**src/hdl/tlss_pkg.sv**
```systemverilog
// Constants, register map and types of the three-layer scan sequencer
package tlss_pkg;

   // ---------------------------------------------------------------
   // Timing
   // ---------------------------------------------------------------
   localparam int CLK_HZ      = 50_000_000;
   localparam int TIMER_RES_MS = 1;
   localparam int MS_CYC      = CLK_HZ / 1000 * TIMER_RES_MS;
   localparam int PRE_W       = 16;

   // ---------------------------------------------------------------
   // Widths and limits
   // ---------------------------------------------------------------
   localparam int              CNT_W    = 14;
   localparam logic [13:0]     CNT_MIN  = 14'h0001;
   localparam logic [13:0]     CNT_MAX  = 14'h270F;
   localparam int              INTV_W   = 27;
   localparam logic [26:0]     INTV_MIN = 27'h000_0001;
   localparam logic [26:0]     INTV_MAX = 27'h5F5_E0FF;
   localparam int              LIST_W   = 8;

   // ---------------------------------------------------------------
   // Register offsets and fields
   // ---------------------------------------------------------------
   localparam logic [7:0] OFS_CTRL      = 8'h00;
   localparam logic [7:0] OFS_SPACING   = 8'h04;
   localparam logic [7:0] OFS_ARM_CNT   = 8'h08;
   localparam logic [7:0] OFS_SCAN_CNT  = 8'h0C;
   localparam logic [7:0] OFS_CHAN_CNT  = 8'h10;
   localparam logic [7:0] OFS_SCAN_INTV = 8'h14;
   localparam logic [7:0] OFS_CHAN_INTV = 8'h18;
   localparam logic [7:0] OFS_SETTLE    = 8'h1C;
   localparam logic [7:0] OFS_LIST_LEN  = 8'h20;
   localparam logic [7:0] OFS_STATUS    = 8'h24;

   localparam int CTRL_INIT_BIT     = 0;
   localparam int CTRL_OPEN_ALL_BIT = 1;
   localparam int SP_ARM_LSB        = 0;
   localparam int SP_SCAN_LSB       = 4;
   localparam int SP_CHAN_LSB       = 8;
   localparam int CNT_INF_BIT       = 16;
   localparam int ST_ARMED_BIT      = 7;
   localparam int ST_PTR_LSB        = 8;
   localparam int ST_CLOSED_BIT     = 16;

   // ---------------------------------------------------------------
   // Reset values
   // ---------------------------------------------------------------
   localparam logic [2:0]  RST_ARM_SP   = 3'h0;
   localparam logic [2:0]  RST_SCAN_SP  = 3'h0;
   localparam logic [2:0]  RST_CHAN_SP  = 3'h4;
   localparam logic [13:0] RST_CNT      = 14'h0001;
   localparam logic        RST_ARM_INF  = 1'b0;
   localparam logic        RST_SCAN_INF = 1'b0;
   localparam logic        RST_CHAN_INF = 1'b1;
   localparam logic [26:0] RST_INTV     = 27'h000_0001;
   localparam logic [26:0] RST_SETTLE   = 27'h000_0000;
   localparam logic [7:0]  RST_LIST_LEN = 8'h14;

   // ---------------------------------------------------------------
   // Types
   // ---------------------------------------------------------------
   typedef enum logic [2:0] {
      SP_IMM    = 3'h0,
      SP_TIMER  = 3'h1,
      SP_EXT    = 3'h2,
      SP_BUS    = 3'h3,
      SP_MANUAL = 3'h4,
      SP_LINK   = 3'h5
   } tlss_space_t;

   typedef enum logic [6:0] {
      ST_IDLE   = 7'h01,
      ST_ARM    = 7'h02,
      ST_SCAN   = 7'h04,
      ST_CHAN   = 7'h08,
      ST_OPEN   = 7'h10,
      ST_CLOSE  = 7'h20,
      ST_SETTLE = 7'h40
   } tlss_state_t;

endpackage

```
**src/hdl/tlss_ms_timer.sv**
```systemverilog
// Millisecond countdown timer for scan, channel and settling intervals
`timescale 1ns/100ps
module tlss_ms_timer
   import tlss_pkg::*;
#(
   parameter int W       = INTV_W,
   parameter int PRE_CYC = MS_CYC
) (
   input  wire logic         clk,
   input  wire logic         rst_b,
   input  wire logic         load,
   input  wire logic [W-1:0] load_val,
   output logic              expired
);

   logic [W-1:0]     cnt_q;
   logic [W-1:0]     cnt_d;
   logic [PRE_W-1:0] pre_q;
   logic [PRE_W-1:0] pre_d;
   logic             exp_q;
   logic             exp_d;

   // Prescaler restarts on load so the first millisecond is whole
   always_comb begin
      cnt_d = cnt_q;
      pre_d = pre_q;
      if (load) begin
         cnt_d = load_val;
         pre_d = '0;
      end else if (cnt_q != '0) begin
         if (pre_q == PRE_W'(PRE_CYC - 1)) begin
            pre_d = '0;
            cnt_d = cnt_q - W'(1);
         end else begin
            pre_d = pre_q + PRE_W'(1);
         end
      end
      exp_d = (cnt_d == '0);
   end

   always_ff @(posedge clk or negedge rst_b) begin
      if (!rst_b) begin
         cnt_q <= '0;
         pre_q <= '0;
         exp_q <= 1'b1;
      end else begin
         cnt_q <= cnt_d;
         pre_q <= pre_d;
         exp_q <= exp_d;
      end
   end

   assign expired = exp_q;
endmodule

```
**src/hdl/tlss_sequencer.sv**
```systemverilog
// Three-layer arm/scan/channel scan sequencer with APB register access
//
// Summary of operation
// - Idle whenever outside all layers; armed indicator off while idle.
// - Step key or initiate command leaves idle, arms, enters arm layer.
// - Immediate arm spacing passes the arm layer without waiting.
// - Event arm spacing waits only for its selected event source; timer arm spacing passes at once.
// - Arm count 1 to 9999 or infinite; return to arm until used up.
// - Arm layer leads to scan layer, scan layer to channel layer.
// - Immediate scan spacing goes on to the channel layer at once.
// - Event scan spacing holds in scan layer until the event arrives.
// - Timer scan spacing: first scan immediate, later scans wait timer.
// - Interval timer spans 1 ms to 99999.999 s in 1 ms steps.
// - Scan count 1 to 9999 or infinite; scans repeat to the count.
// - Immediate channel spacing scans each channel at once.
// - Event channel spacing waits for the event before each channel.
// - Timer channel spacing: first channel immediate, rest wait timer.
// - Channel count 1 to 9999 or infinite, normally the list length.
// - Scan interval runs from one scan start to the next start.
// - Open-all aborts the scan, opens every channel, returns to idle.
// - Open the previous channel before closing the next one.
// - One settling delay for every slot starts after each channel closes.
`timescale 1ns/100ps
module tlss_sequencer
   import tlss_pkg::*;
#(
   parameter int PRE_CYC = MS_CYC
) (
   input  wire logic              CLK_SYS,
   input  wire logic              RST_B,
   input  wire logic              PSEL,
   input  wire logic              PENABLE,
   input  wire logic              PWRITE,
   input  wire logic [7:0]        PADDR,
   input  wire logic [31:0]       PWDATA,
   output logic      [31:0]       PRDATA,
   output logic                   PREADY,
   output logic                   PSLVERR,
   input  wire logic              STEP_KEY,
   input  wire logic              EXT_TRIG,
   input  wire logic              LINK_TRIG,
   input  wire logic              BUS_TRIG,
   output logic                   IDLE,
   output logic                   ARMED,
   output logic      [LIST_W-1:0] RELAY_IDX,
   output logic                   RELAY_CLOSE,
   output logic                   RELAY_OPEN_ALL
);

   // ---------------------------------------------------------------
   // Functions
   // ---------------------------------------------------------------
   function automatic logic [13:0] clamp_cnt(input logic [31:0] v);
      if (v[13:0] == '0 || v[31:14] != '0) begin
         clamp_cnt = (v == '0) ? CNT_MIN : CNT_MAX;
      end else begin
         clamp_cnt = (v[13:0] > CNT_MAX) ? CNT_MAX : v[13:0];
      end
   endfunction

   function automatic logic [26:0] clamp_intv(input logic [31:0] v, input logic zero_ok);
      if (v[31:27] != '0 || v[26:0] > INTV_MAX) begin
         clamp_intv = INTV_MAX;
      end else if (v[26:0] == '0 && !zero_ok) begin
         clamp_intv = INTV_MIN;
      end else begin
         clamp_intv = v[26:0];
      end
   endfunction

   // Last pass of a layer; an infinite flag keeps it from ever ending
   function automatic logic cnt_last(input logic [13:0] c, input logic [13:0] lim,
                                     input logic inf);
      cnt_last = !inf && (14'(c + 14'h0001) >= lim);
   endfunction

   function automatic logic space_hit(input logic [2:0] sp, input logic first,
                                      input logic tmr, input logic [3:0] ev);
      case (sp)
         SP_IMM:    space_hit = 1'b1;
         SP_TIMER:  space_hit = first | tmr;
         SP_EXT:    space_hit = ev[0];
         SP_BUS:    space_hit = ev[1];
         SP_MANUAL: space_hit = ev[2];
         SP_LINK:   space_hit = ev[3];
         default:   space_hit = 1'b0;
      endcase
   endfunction

   // ---------------------------------------------------------------
   // Pin synchronisers
   // ---------------------------------------------------------------
   logic [2:0] s1_q;
   logic [2:0] s2_q;
   logic [2:0] s3_q;
   logic [2:0] filt_q;
   logic [2:0] filt_d;
   logic [2:0] rise_q;
   logic [2:0] rise_d;
   logic [3:0] ev;

   always_comb begin
      for (int i = 0; i < 3; i++) begin
         filt_d[i] = (s2_q[i] == s3_q[i]) ? s2_q[i] : filt_q[i];
      end
      rise_d = filt_d & ~filt_q;
   end

   always_ff @(posedge CLK_SYS or negedge RST_B) begin
      if (!RST_B) begin
         s1_q   <= '0;
         s2_q   <= '0;
         s3_q   <= '0;
         filt_q <= '0;
         rise_q <= '0;
      end else begin
         s1_q   <= {LINK_TRIG, EXT_TRIG, STEP_KEY};
         s2_q   <= s1_q;
         s3_q   <= s2_q;
         filt_q <= filt_d;
         rise_q <= rise_d;
      end
   end

   // Event vector: link, manual key, bus trigger, external trigger
   assign ev = {rise_q[2], rise_q[0], BUS_TRIG, rise_q[1]};

   // ---------------------------------------------------------------
   // APB register file
   // ---------------------------------------------------------------
   logic [2:0]        sp_q [3];
   logic [2:0]        sp_d [3];
   logic [13:0]       lim_q [3];
   logic [13:0]       lim_d [3];
   logic              inf_q [3];
   logic              inf_d [3];
   logic [26:0]       intv_q [3];
   logic [26:0]       intv_d [3];
   logic [LIST_W-1:0] len_q;
   logic [LIST_W-1:0] len_d;
   logic [31:0]       rdata_d;
   logic              rdy_d;
   logic              err_d;
   logic              hit;
   logic              wr;
   logic              start_req;
   logic              open_req;
   tlss_state_t       state_q;
   logic [LIST_W-1:0] ptr_q;
   logic              armed_q;
   logic              close_q;

   assign wr = PSEL && PENABLE && PREADY && PWRITE;

   always_comb begin
      sp_d    = sp_q;
      lim_d   = lim_q;
      inf_d   = inf_q;
      intv_d  = intv_q;
      len_d   = len_q;
      hit     = 1'b1;
      rdata_d = '0;
      unique case (PADDR)
         OFS_CTRL:      rdata_d = '0;
         OFS_SPACING:   rdata_d = {21'h0, sp_q[2], 1'b0, sp_q[1], 1'b0, sp_q[0]};
         OFS_ARM_CNT:   rdata_d = {15'h0, inf_q[0], 2'h0, lim_q[0]};
         OFS_SCAN_CNT:  rdata_d = {15'h0, inf_q[1], 2'h0, lim_q[1]};
         OFS_CHAN_CNT:  rdata_d = {15'h0, inf_q[2], 2'h0, lim_q[2]};
         OFS_SCAN_INTV: rdata_d = {5'h0, intv_q[0]};
         OFS_CHAN_INTV: rdata_d = {5'h0, intv_q[1]};
         OFS_SETTLE:    rdata_d = {5'h0, intv_q[2]};
         OFS_LIST_LEN:  rdata_d = {24'h0, len_q};
         OFS_STATUS:    rdata_d = {15'h0, close_q, ptr_q, armed_q, state_q};
         default:       hit = 1'b0;
      endcase
      if (wr) begin
         for (int i = 0; i < 3; i++) begin
            if (PADDR == OFS_ARM_CNT + 8'(4 * i)) begin
               lim_d[i] = clamp_cnt({18'h0, PWDATA[13:0]});
               inf_d[i] = PWDATA[CNT_INF_BIT];
            end
            if (PADDR == OFS_SCAN_INTV + 8'(4 * i)) begin
               intv_d[i] = clamp_intv(PWDATA, i == 2);
            end
         end
         if (PADDR == OFS_SPACING) begin
            sp_d[0] = PWDATA[SP_ARM_LSB +: 3];
            sp_d[1] = PWDATA[SP_SCAN_LSB +: 3];
            sp_d[2] = PWDATA[SP_CHAN_LSB +: 3];
         end
         if (PADDR == OFS_LIST_LEN) begin
            len_d = (PWDATA[LIST_W-1:0] == '0) ? LIST_W'(1) : PWDATA[LIST_W-1:0];
         end
      end
      rdy_d = PSEL && !PENABLE;
      err_d = rdy_d && !hit;
   end

   always_ff @(posedge CLK_SYS or negedge RST_B) begin
      if (!RST_B) begin
         sp_q    <= '{RST_ARM_SP, RST_SCAN_SP, RST_CHAN_SP};
         lim_q   <= '{RST_CNT, RST_CNT, RST_CNT};
         inf_q   <= '{RST_ARM_INF, RST_SCAN_INF, RST_CHAN_INF};
         intv_q  <= '{RST_INTV, RST_INTV, RST_SETTLE};
         len_q   <= RST_LIST_LEN;
         PRDATA  <= '0;
         PREADY  <= 1'b0;
         PSLVERR <= 1'b0;
      end else begin
         sp_q    <= sp_d;
         lim_q   <= lim_d;
         inf_q   <= inf_d;
         intv_q  <= intv_d;
         len_q   <= len_d;
         PRDATA  <= rdy_d ? rdata_d : '0;
         PREADY  <= rdy_d;
         PSLVERR <= err_d;
      end
   end

   assign open_req  = wr && PADDR == OFS_CTRL && PWDATA[CTRL_OPEN_ALL_BIT];
   assign start_req = rise_q[0] || (wr && PADDR == OFS_CTRL && PWDATA[CTRL_INIT_BIT]);

   // ---------------------------------------------------------------
   // Interval timers: scan, channel, settling
   // ---------------------------------------------------------------
   logic [2:0] ld;
   logic [2:0] tmr_exp;

   for (genvar g = 0; g < 3; g++) begin : g_tmr
      tlss_ms_timer #(
         .W       (INTV_W),
         .PRE_CYC (PRE_CYC)
      ) u_tmr (
         .clk      (CLK_SYS),
         .rst_b    (RST_B),
         .load     (ld[g]),
         .load_val (intv_q[g]),
         .expired  (tmr_exp[g])
      );
   end

   // ---------------------------------------------------------------
   // Layer state machine
   // ---------------------------------------------------------------
   tlss_state_t       state_d;
   logic [13:0]       cnt_q [3];
   logic [13:0]       cnt_d [3];
   logic              sfirst_q;
   logic              sfirst_d;
   logic              cfirst_q;
   logic              cfirst_d;
   logic [LIST_W-1:0] ptr_d;
   logic [LIST_W-1:0] idx_q;
   logic [LIST_W-1:0] idx_d;
   logic              armed_d;
   logic              close_d;
   logic              oall_q;
   logic              oall_d;
   logic [2:0]        last;

   always_comb begin
      for (int i = 0; i < 3; i++) begin
         last[i] = cnt_last(cnt_q[i], lim_q[i], inf_q[i]);
      end
      state_d  = state_q;
      cnt_d    = cnt_q;
      sfirst_d = sfirst_q;
      cfirst_d = cfirst_q;
      ptr_d    = ptr_q;
      idx_d    = idx_q;
      close_d  = close_q;
      oall_d   = 1'b0;
      ld       = '0;
      if (open_req) begin
         state_d = ST_IDLE;
         close_d = 1'b0;
         oall_d  = 1'b1;
      end else begin
         unique case (state_q)
            ST_IDLE: if (start_req) begin
               state_d = ST_ARM;
               cnt_d   = '{14'h0, 14'h0, 14'h0};
               ptr_d   = '0;
            end
            ST_ARM: if (space_hit(sp_q[0], 1'b1, 1'b0, ev)) begin
               state_d  = ST_SCAN;
               cnt_d[1] = '0;
               sfirst_d = 1'b1;
            end
            ST_SCAN: if (space_hit(sp_q[1], sfirst_q, tmr_exp[0], ev)) begin
               state_d  = ST_CHAN;
               ld[0]    = 1'b1;
               sfirst_d = 1'b0;
               cnt_d[2] = '0;
               cfirst_d = 1'b1;
            end
            ST_CHAN: if (space_hit(sp_q[2], cfirst_q, tmr_exp[1], ev)) begin
               state_d  = ST_OPEN;
               ld[1]    = 1'b1;
               cfirst_d = 1'b0;
               close_d  = 1'b0;
            end
            ST_OPEN: begin
               state_d = ST_CLOSE;
               idx_d   = ptr_q;
               close_d = 1'b1;
            end
            ST_CLOSE: begin
               state_d = ST_SETTLE;
               ld[2]   = 1'b1;
            end
            ST_SETTLE: if (tmr_exp[2]) begin
               ptr_d    = (14'(ptr_q) + 14'h1 >= 14'(len_q)) ? '0 : ptr_q + LIST_W'(1);
               cnt_d[2] = cnt_q[2] + 14'h0001;
               state_d  = ST_CHAN;
               if (last[2]) begin
                  cnt_d[1] = cnt_q[1] + 14'h0001;
                  state_d  = ST_SCAN;
                  if (last[1]) begin
                     cnt_d[0] = cnt_q[0] + 14'h0001;
                     state_d  = last[0] ? ST_IDLE : ST_ARM;
                  end
               end
            end
            default: state_d = ST_IDLE;
         endcase
      end
      armed_d = (state_d != ST_IDLE);
   end

   always_ff @(posedge CLK_SYS or negedge RST_B) begin
      if (!RST_B) begin
         state_q  <= ST_IDLE;
         cnt_q    <= '{14'h0, 14'h0, 14'h0};
         sfirst_q <= 1'b1;
         cfirst_q <= 1'b1;
         ptr_q    <= '0;
         idx_q    <= '0;
         armed_q  <= 1'b0;
         close_q  <= 1'b0;
         oall_q   <= 1'b0;
         IDLE     <= 1'b1;
      end else begin
         state_q  <= state_d;
         cnt_q    <= cnt_d;
         sfirst_q <= sfirst_d;
         cfirst_q <= cfirst_d;
         ptr_q    <= ptr_d;
         idx_q    <= idx_d;
         armed_q  <= armed_d;
         close_q  <= close_d;
         oall_q   <= oall_d;
         IDLE     <= (state_d == ST_IDLE);
      end
   end

   assign ARMED          = armed_q;
   assign RELAY_IDX      = idx_q;
   assign RELAY_CLOSE    = close_q;
   assign RELAY_OPEN_ALL = oall_q;
endmodule

```
**config.mk**
```make
export PLATFORM = sky130hd
export DESIGN_NAME = tlss_sequencer
export DESIGN_NICKNAME = d
export VERILOG_FILES = /design/src/hdl/tlss_pkg.sv /design/src/hdl/tlss_ms_timer.sv /design/src/hdl/tlss_sequencer.sv
export SDC_FILE = /design/constraint.sdc
export NUM_CORES = 1
export LEC_CHECK = 0
export ABC_AREA = 1
export BUFFER_PORTS_ARGS = -buffer_cell sky130_fd_sc_hd__buf_2
export CORE_MARGIN = 4
export CORE_UTILIZATION = 58
export DETAILED_ROUTE_END_ITERATION = 8
export PLACE_DENSITY = 0.81
export SKIP_LAST_GASP = 1
export SYNTH_ARGS = -nofsm -noshare
export SYNTH_HDL_FRONTEND = slang
export SYNTH_SLANG_ARGS = --single-unit
export TNS_END_PERCENT = 100
```
**constraint.sdc**
```tcl
create_clock -name CLK_SYS -period 6.8 [get_ports CLK_SYS]
set_input_delay 1.36 -clock CLK_SYS [delete_from_list [all_inputs] [get_ports CLK_SYS]]
set_output_delay 1.36 -clock CLK_SYS [all_outputs]
set_load 0.05 [all_outputs]
```
=== Word level (Yosys, flattened, before mapping) ===
Index checks and enable logic that the tools add are counted.

* $add $sub $neg: 11
* Bitwise logic cells: 5
* Reduce and logical (&&, ||, !) cells: 59
* Eq/ne operators: 47
* Muxes and demuxes: 77
* Order comparisons: 6

{| class="wikitable"
|+ Operators by type and width
! operator !! number
|-
| 27-bit 2-to-1 mux || 12
|-
| 27-bit one-hot mux with 9 select lines || 1
|-
| 16-bit 2-to-1 mux || 9
|-
| 27-bit logical NOT || 4
|-
| 42-bit 2-to-1 mux || 2
|-
| 14-bit one-hot mux with 3 select lines || 2
|-
| 27-bit nonzero test || 3
|-
| 27-bit by 1-bit subtractor with 27-bit output, second input constant || 3
|-
| 14-bit 2-to-1 mux || 5
|-
| 7-bit one-hot mux with 7 select lines || 1
|-
| 16-bit by 1-bit adder with 16-bit output, second input constant || 3
|-
| 16-bit == test, second input constant || 3
|-
| 14-bit by 1-bit adder with 14-bit output, second input constant || 3
|-
| 14-bit >= comparator || 3
|-
| 7-bit 2-to-1 mux || 6
|-
| 8-bit by 5-bit == test with 1-bit output, second input constant || 4
|-
| 32-bit 2-to-1 mux || 1
|-
| 8-bit 2-to-1 mux || 4
|-
| 28-bit 2-to-1 mux || 1
|-
| 14-bit one-hot mux with 2 select lines || 1
|-
| 27-bit > comparator, second input constant || 1
|-
| 1-bit 2-to-1 mux || 21
|-
| 2-bit AND reduction || 10
|-
| 3-bit by 2-bit == test with 1-bit output, second input constant || 6
|-
| other kinds (46) || 96
|}

* Logic and storage cells: 247
* Output and inout bits: 46
* Flip-flop bits (word level): 395

=== Depth between registers and ports, before layout ===
* Depth in word-level cells: 11
* Mapped depth: 20
* Mapped depth without buffers: 20

=== Cells and area by module ===
From an unflattened synthesis, not the netlist that was laid out.

* Cell total of the unflattened synthesis: 3407
* Area total of the unflattened synthesis: 24725.0 sq um

{| class="wikitable"
|+ By module, submodules not included
! module !! times used !! area an instance (sq um) !! cells each
|-
| tlss_sequencer || 1 || 14031.0 || 1796
|-
| tlss_ms_timer || 3 || 3564.7 || 537
|}

=== Worst setup path before layout ===
Ideal clock, no wire load.

* Path type: reg2reg
* Start point: register cnt_q[0] (netlist name)
* End point: register cnt_q[14] (netlist name)
* Path buffers: 0
* Arrival time: 3.053 ns
* Stages on the path, launching flop included: 21
* Slack: 3.665 ns
* Cells stage by stage: dfrtp_1 -> ha_1 -> nand2_1 -> nor2_1 -> nand3_1 -> nor2_1 -> nand2_1 -> nor4_1 -> xor2_1 -> inv_1 -> ha_1 -> nand2_1 -> nor4_1 -> o21ai_0 -> nand4_1 -> nand2_1 -> nand2_1 -> nand2_2 -> inv_2 -> nand2_1 -> o21ai_0

* Cells in the longest elaborated chain, start to end: 5

{| class="wikitable"
|+ RTL lines
! what !! line !! source
|-
| start: declaration || tlss_sequencer.sv:247 || <nowiki>logic [13:0] cnt_q [3];</nowiki>
|-
| start signal: assignment || tlss_sequencer.sv:335 || <nowiki>cnt_q <= '{14'h0, 14'h0, 14'h0};</nowiki>
|-
| start signal: assignment || tlss_sequencer.sv:346 || <nowiki>cnt_q <= cnt_d;</nowiki>
|-
| 14-bit by 1-bit adder with 14-bit output || tlss_sequencer.sv:74 || <nowiki>cnt_last = !inf && (14'(c + 14'h0001) >= lim);</nowiki>
|-
| 14-bit >= comparator || tlss_sequencer.sv:74 ||
|-
| 1-bit logical AND || tlss_sequencer.sv:74 ||
|-
| 2-bit inequality test (no source line) || n/a ||
|-
| 6-bit AND reduction (no source line) || n/a ||
|}

No other way between the ends.
A chain may end at the register's enable or synchronous reset.

=== Worst setup path after layout ===
* Start point: register cnt_q[0] (netlist name)
* End point: register cnt_q[20] (netlist name)

Same word-level chain as after synthesis.

==> run summary <==
Seq/Total Area, Yosys - 0.4234
Clock Skews - 31.06 ps
CP Capture Type - flip-flop
vias in the first global route - 21010
Tmin final - 4135 ps
peak supply drop - 0.2121 mV
post-synthesis xor/xnor area fraction - 0.02540
commonest non-fill, non-tap cells in the layout - nand2_1 (1031), inv_1 (412), dfrtp_1 (374), nor2_1 (321), o21ai_0 (209)
nets - 3393
r2r setup slk - 2670 ps
first-pass GRT wire length - 114200 um
Synth Instances - 3223
initial core utilization - 0.5922
top-area cell type share of the netlist area - 0.4052
Buf/Inv on CP - 2
crit share post-route - 0.6081
Synth Area in Simple Gates - 0.3251
crit-path most repeated cell - nand2_1
FF+latch count, synth - 390
DP HPWL - 54650 um
number of placed I/O pins - 95
Slowest-stage cell, CP - nor4_1
pwr/cell area - 261.8 nW/um^2
PortBufs - 89
leak pwr - 13.20 nW
Row Count - 72
Critical path destination - cnt_q[20]
GRT Util Overall - 0.3298
vias per cell - 5.815
area share of fa/ha/maj cells after synthesis - 0.03543
GP Congestion - 1.011
Worst-path clk slew - 60 ps
die height - 207.6 um
Synth area leader - dfrtp_1
Largest stage delay, worst path - 440 ps
kind of critical path - reg -> reg
number of max-cap violations - 0
DR vias - 22290
fmax - 241.8 MHz
Post-synth EDFFs - 0
Crit path max-delay family - simple AND/OR/NAND/NOR gates
synth top area cells - dfrtp_1 (41%), nand2_1 (17%), inv_1 (6.7%), nor2_1 (5.2%), o21ai_0 (4.5%)
largest family of logic cells by synthesized area - simple AND/OR/NAND/NOR gates
Worst EP arrival - 4640 ps
drc violations - 0
RSZ-0062 raised after global routing - no
reg2reg start - cnt_q[0]
CTS Buf Count - 44
# hold bufs at CTS - 0
largest net degree at the start of global routing - 117
syn avg cell area - 7.167 um^2
Finish-stage setup viols - 0
Routed WL - 73200 um
P&R area growth vs syn - 10.32%
warnings from Yosys - 0
post-synthesis mux area share - 0
hold_ws - 352.2 ps
initial antenna violation count - 0
WL per Instance - 19.09 um
Worst setup SP type - flip-flop
Worst path depth - 20
full die area - 43080 um^2
H-tree levels - 2
total grt overflow - 0
die width - 207.6 um
post-synth cell types - 63
Pre-antenna DRT Iters - 6
Compound-Gate Fraction of Synth Area - 0.09902
reg2reg end - cnt_q[20]
root buffer cell - clkbuf_16
Sinks on Clock Net - 390
layout cells sized above 1 - 0.08052
Post-synth ARST share - 1.000
fillers - 3396
Final Max Slew Viols - 0
worst-path cell chain - nand3_1 > nor2_1 > nand2_1 > nor3_1 > nand2_1 > nor2_1 > nand3_1 > xor2_1 > inv_1 > ha_1 > nand2_1 > nor4_1 > o21ai_0 > nand4_1 > nand2_1 > nand2_1 > nand2_2 > inv_2 > nand2_1 > o21ai_0
Slew @ Worst Pin - 1351 ps
most common cell after layout, fill and taps aside - nand2_1
run status - completed
ANT nets after route - 0
clock latency on the worst-skew pair - 590 ps
Final Hold Viols - 0
Slew HR - 0.08822
post_cts resized - 0
CP max FO - 9
ANT cells - 0
Mapped Area - 23100 um^2
R2R cell count - 20
postcts setup bufs - 0
Initial DRC Count - 2553
worst setup path start - cnt_q[0]
Primary FF master, synth - dfrtp_1
Multi-input gate area - 11230 um^2
Sum Neg Setup Slack - 0 ps
Reg area - 9779 um^2
clock buffer depth - 3
Worst EP required - 7300 ps
Hold Crit Class - reg -> reg
TritonCTS clock tree - built
core area - 39010 um^2
state kept, by name, indices dropped and copies added (netlist names), 7 cells and up:
signal,flops
PRDATA,27
RELAY_IDX,8
cnt_q,42
g_tmr.u_tmr.cnt_q,81
g_tmr.u_tmr.pre_q,48
intv_q,81
len_q,8
lim_q,42
ptr_q,8
sp_q,9
state_q,7
area by class of cell:
cell class / count / share of cell area
Sequential cell: 390 / 0.3838
Inverter: 437 / 0.06447
Clock buffer: 57 / 0.04915
Timing Repair Buffer: 101 / 0.02239
Tap cell: 518 / 0.02543
Clock inverter: 24 / 0.01404
Multi-Input combinational cell: 2307 / 0.4407
how the worst min path moves through the flow:
stage                 start      end  slack [ps]  depth (start not counted)
floorplan           s1_q[0]  s2_q[0]         330                          0
global placement    s1_q[0]  s2_q[0]         340                          0
detailed placement  s1_q[1]  s2_q[1]         340                          0
CTS                 s1_q[0]  s2_q[0]         360                          0
global route        s1_q[2]  s2_q[2]         370                          0
finish              s1_q[0]  s2_q[0]         350                          0
per-stage QoR:
stage                     instance area (um^2)  cells  worst slack (ps)  total power, mW    util
after floorplan                          23110   3227              3665            3.616       -
after global placement                   23870   3753              2324            3.963  0.6120
after detailed placement                 23870   3753              2130            4.013  0.6120
after CTS                                25480   3834              2734            6.664  0.6533
after global routing                     25480   3834              2321            6.964  0.6533
final                                    25480   3834              2665            6.670  0.6533
cell usage after synthesis, drive strengths merged (10+ instances only):
| cell | number |
|---|---|
| a221oi | 10 |
| nand2 | 1040 |
| a31oi | 10 |
| dfstp | 16 |
| nor3 | 49 |
| o22ai | 50 |
| nor2 | 344 |
| clkbuf | 50 |
| inv | 433 |
| buf | 43 |
| nand3b | 13 |
| xor2 | 52 |
| nand3 | 198 |
| xnor2 | 15 |
| nand4 | 80 |
| nor4 | 24 |
| ha | 63 |
| a21oi | 79 |
| o21ai | 217 |
| dfrtp | 374 |
power by group:
part / leakage (nW) / internal [mW] / total, mW / switching (mW)
Combinational: 7.66 / 0.387 / 1.36 / 0.972
Clock: 0.785 / 1.61 / 2.66 / 1.04
Sequential: 4.75 / 2.49 / 2.65 / 0.168
worst register-to-register path: cells and delay by family (launching register included):
| kind | cells | cell delay, ps |
|---|---|---|
| adders and majority gates | 1 | 290 |
| and+or+nand+nor | 14 | 2500 |
| buffers and inverters | 2 | 260 |
| xor gates and xnor gates | 1 | 200 |
| AOI/OAI and AO/OA | 2 | 380 |
| DFF | 1 | 420 |
kinds of logic (layout without fill, tap and decap cells):
| kind of cell | count (synthesis) | after routing |
|---|---|---|
| AO/OA/AOI/OAI | 407 | 407 |
| XOR/XNOR | 67 | 67 |
| adder cells (fa/ha/maj) | 66 | 66 |
| buffers and inverters | 530 | 619 |
| flip-flops | 390 | 390 |
| other | 1 | 5 |
| AND/OR/NAND/NOR | 1762 | 1762 |
layer usage:
metal / vias to the layer above / routed length, um / share of wire / track usage
li1: 10460 / - / - / -
met1: 10530 / 28500 / 0.39 / 0.4279
met2: 1076 / 33870 / 0.46 / 0.5336
met3: 228 / 6227 / 0.085 / 0.05682
met4: 0 / 4611 / 0.063 / 0.1724
met5: - / 0 / 0 / 0
Power figures use the tool's default switching activity.
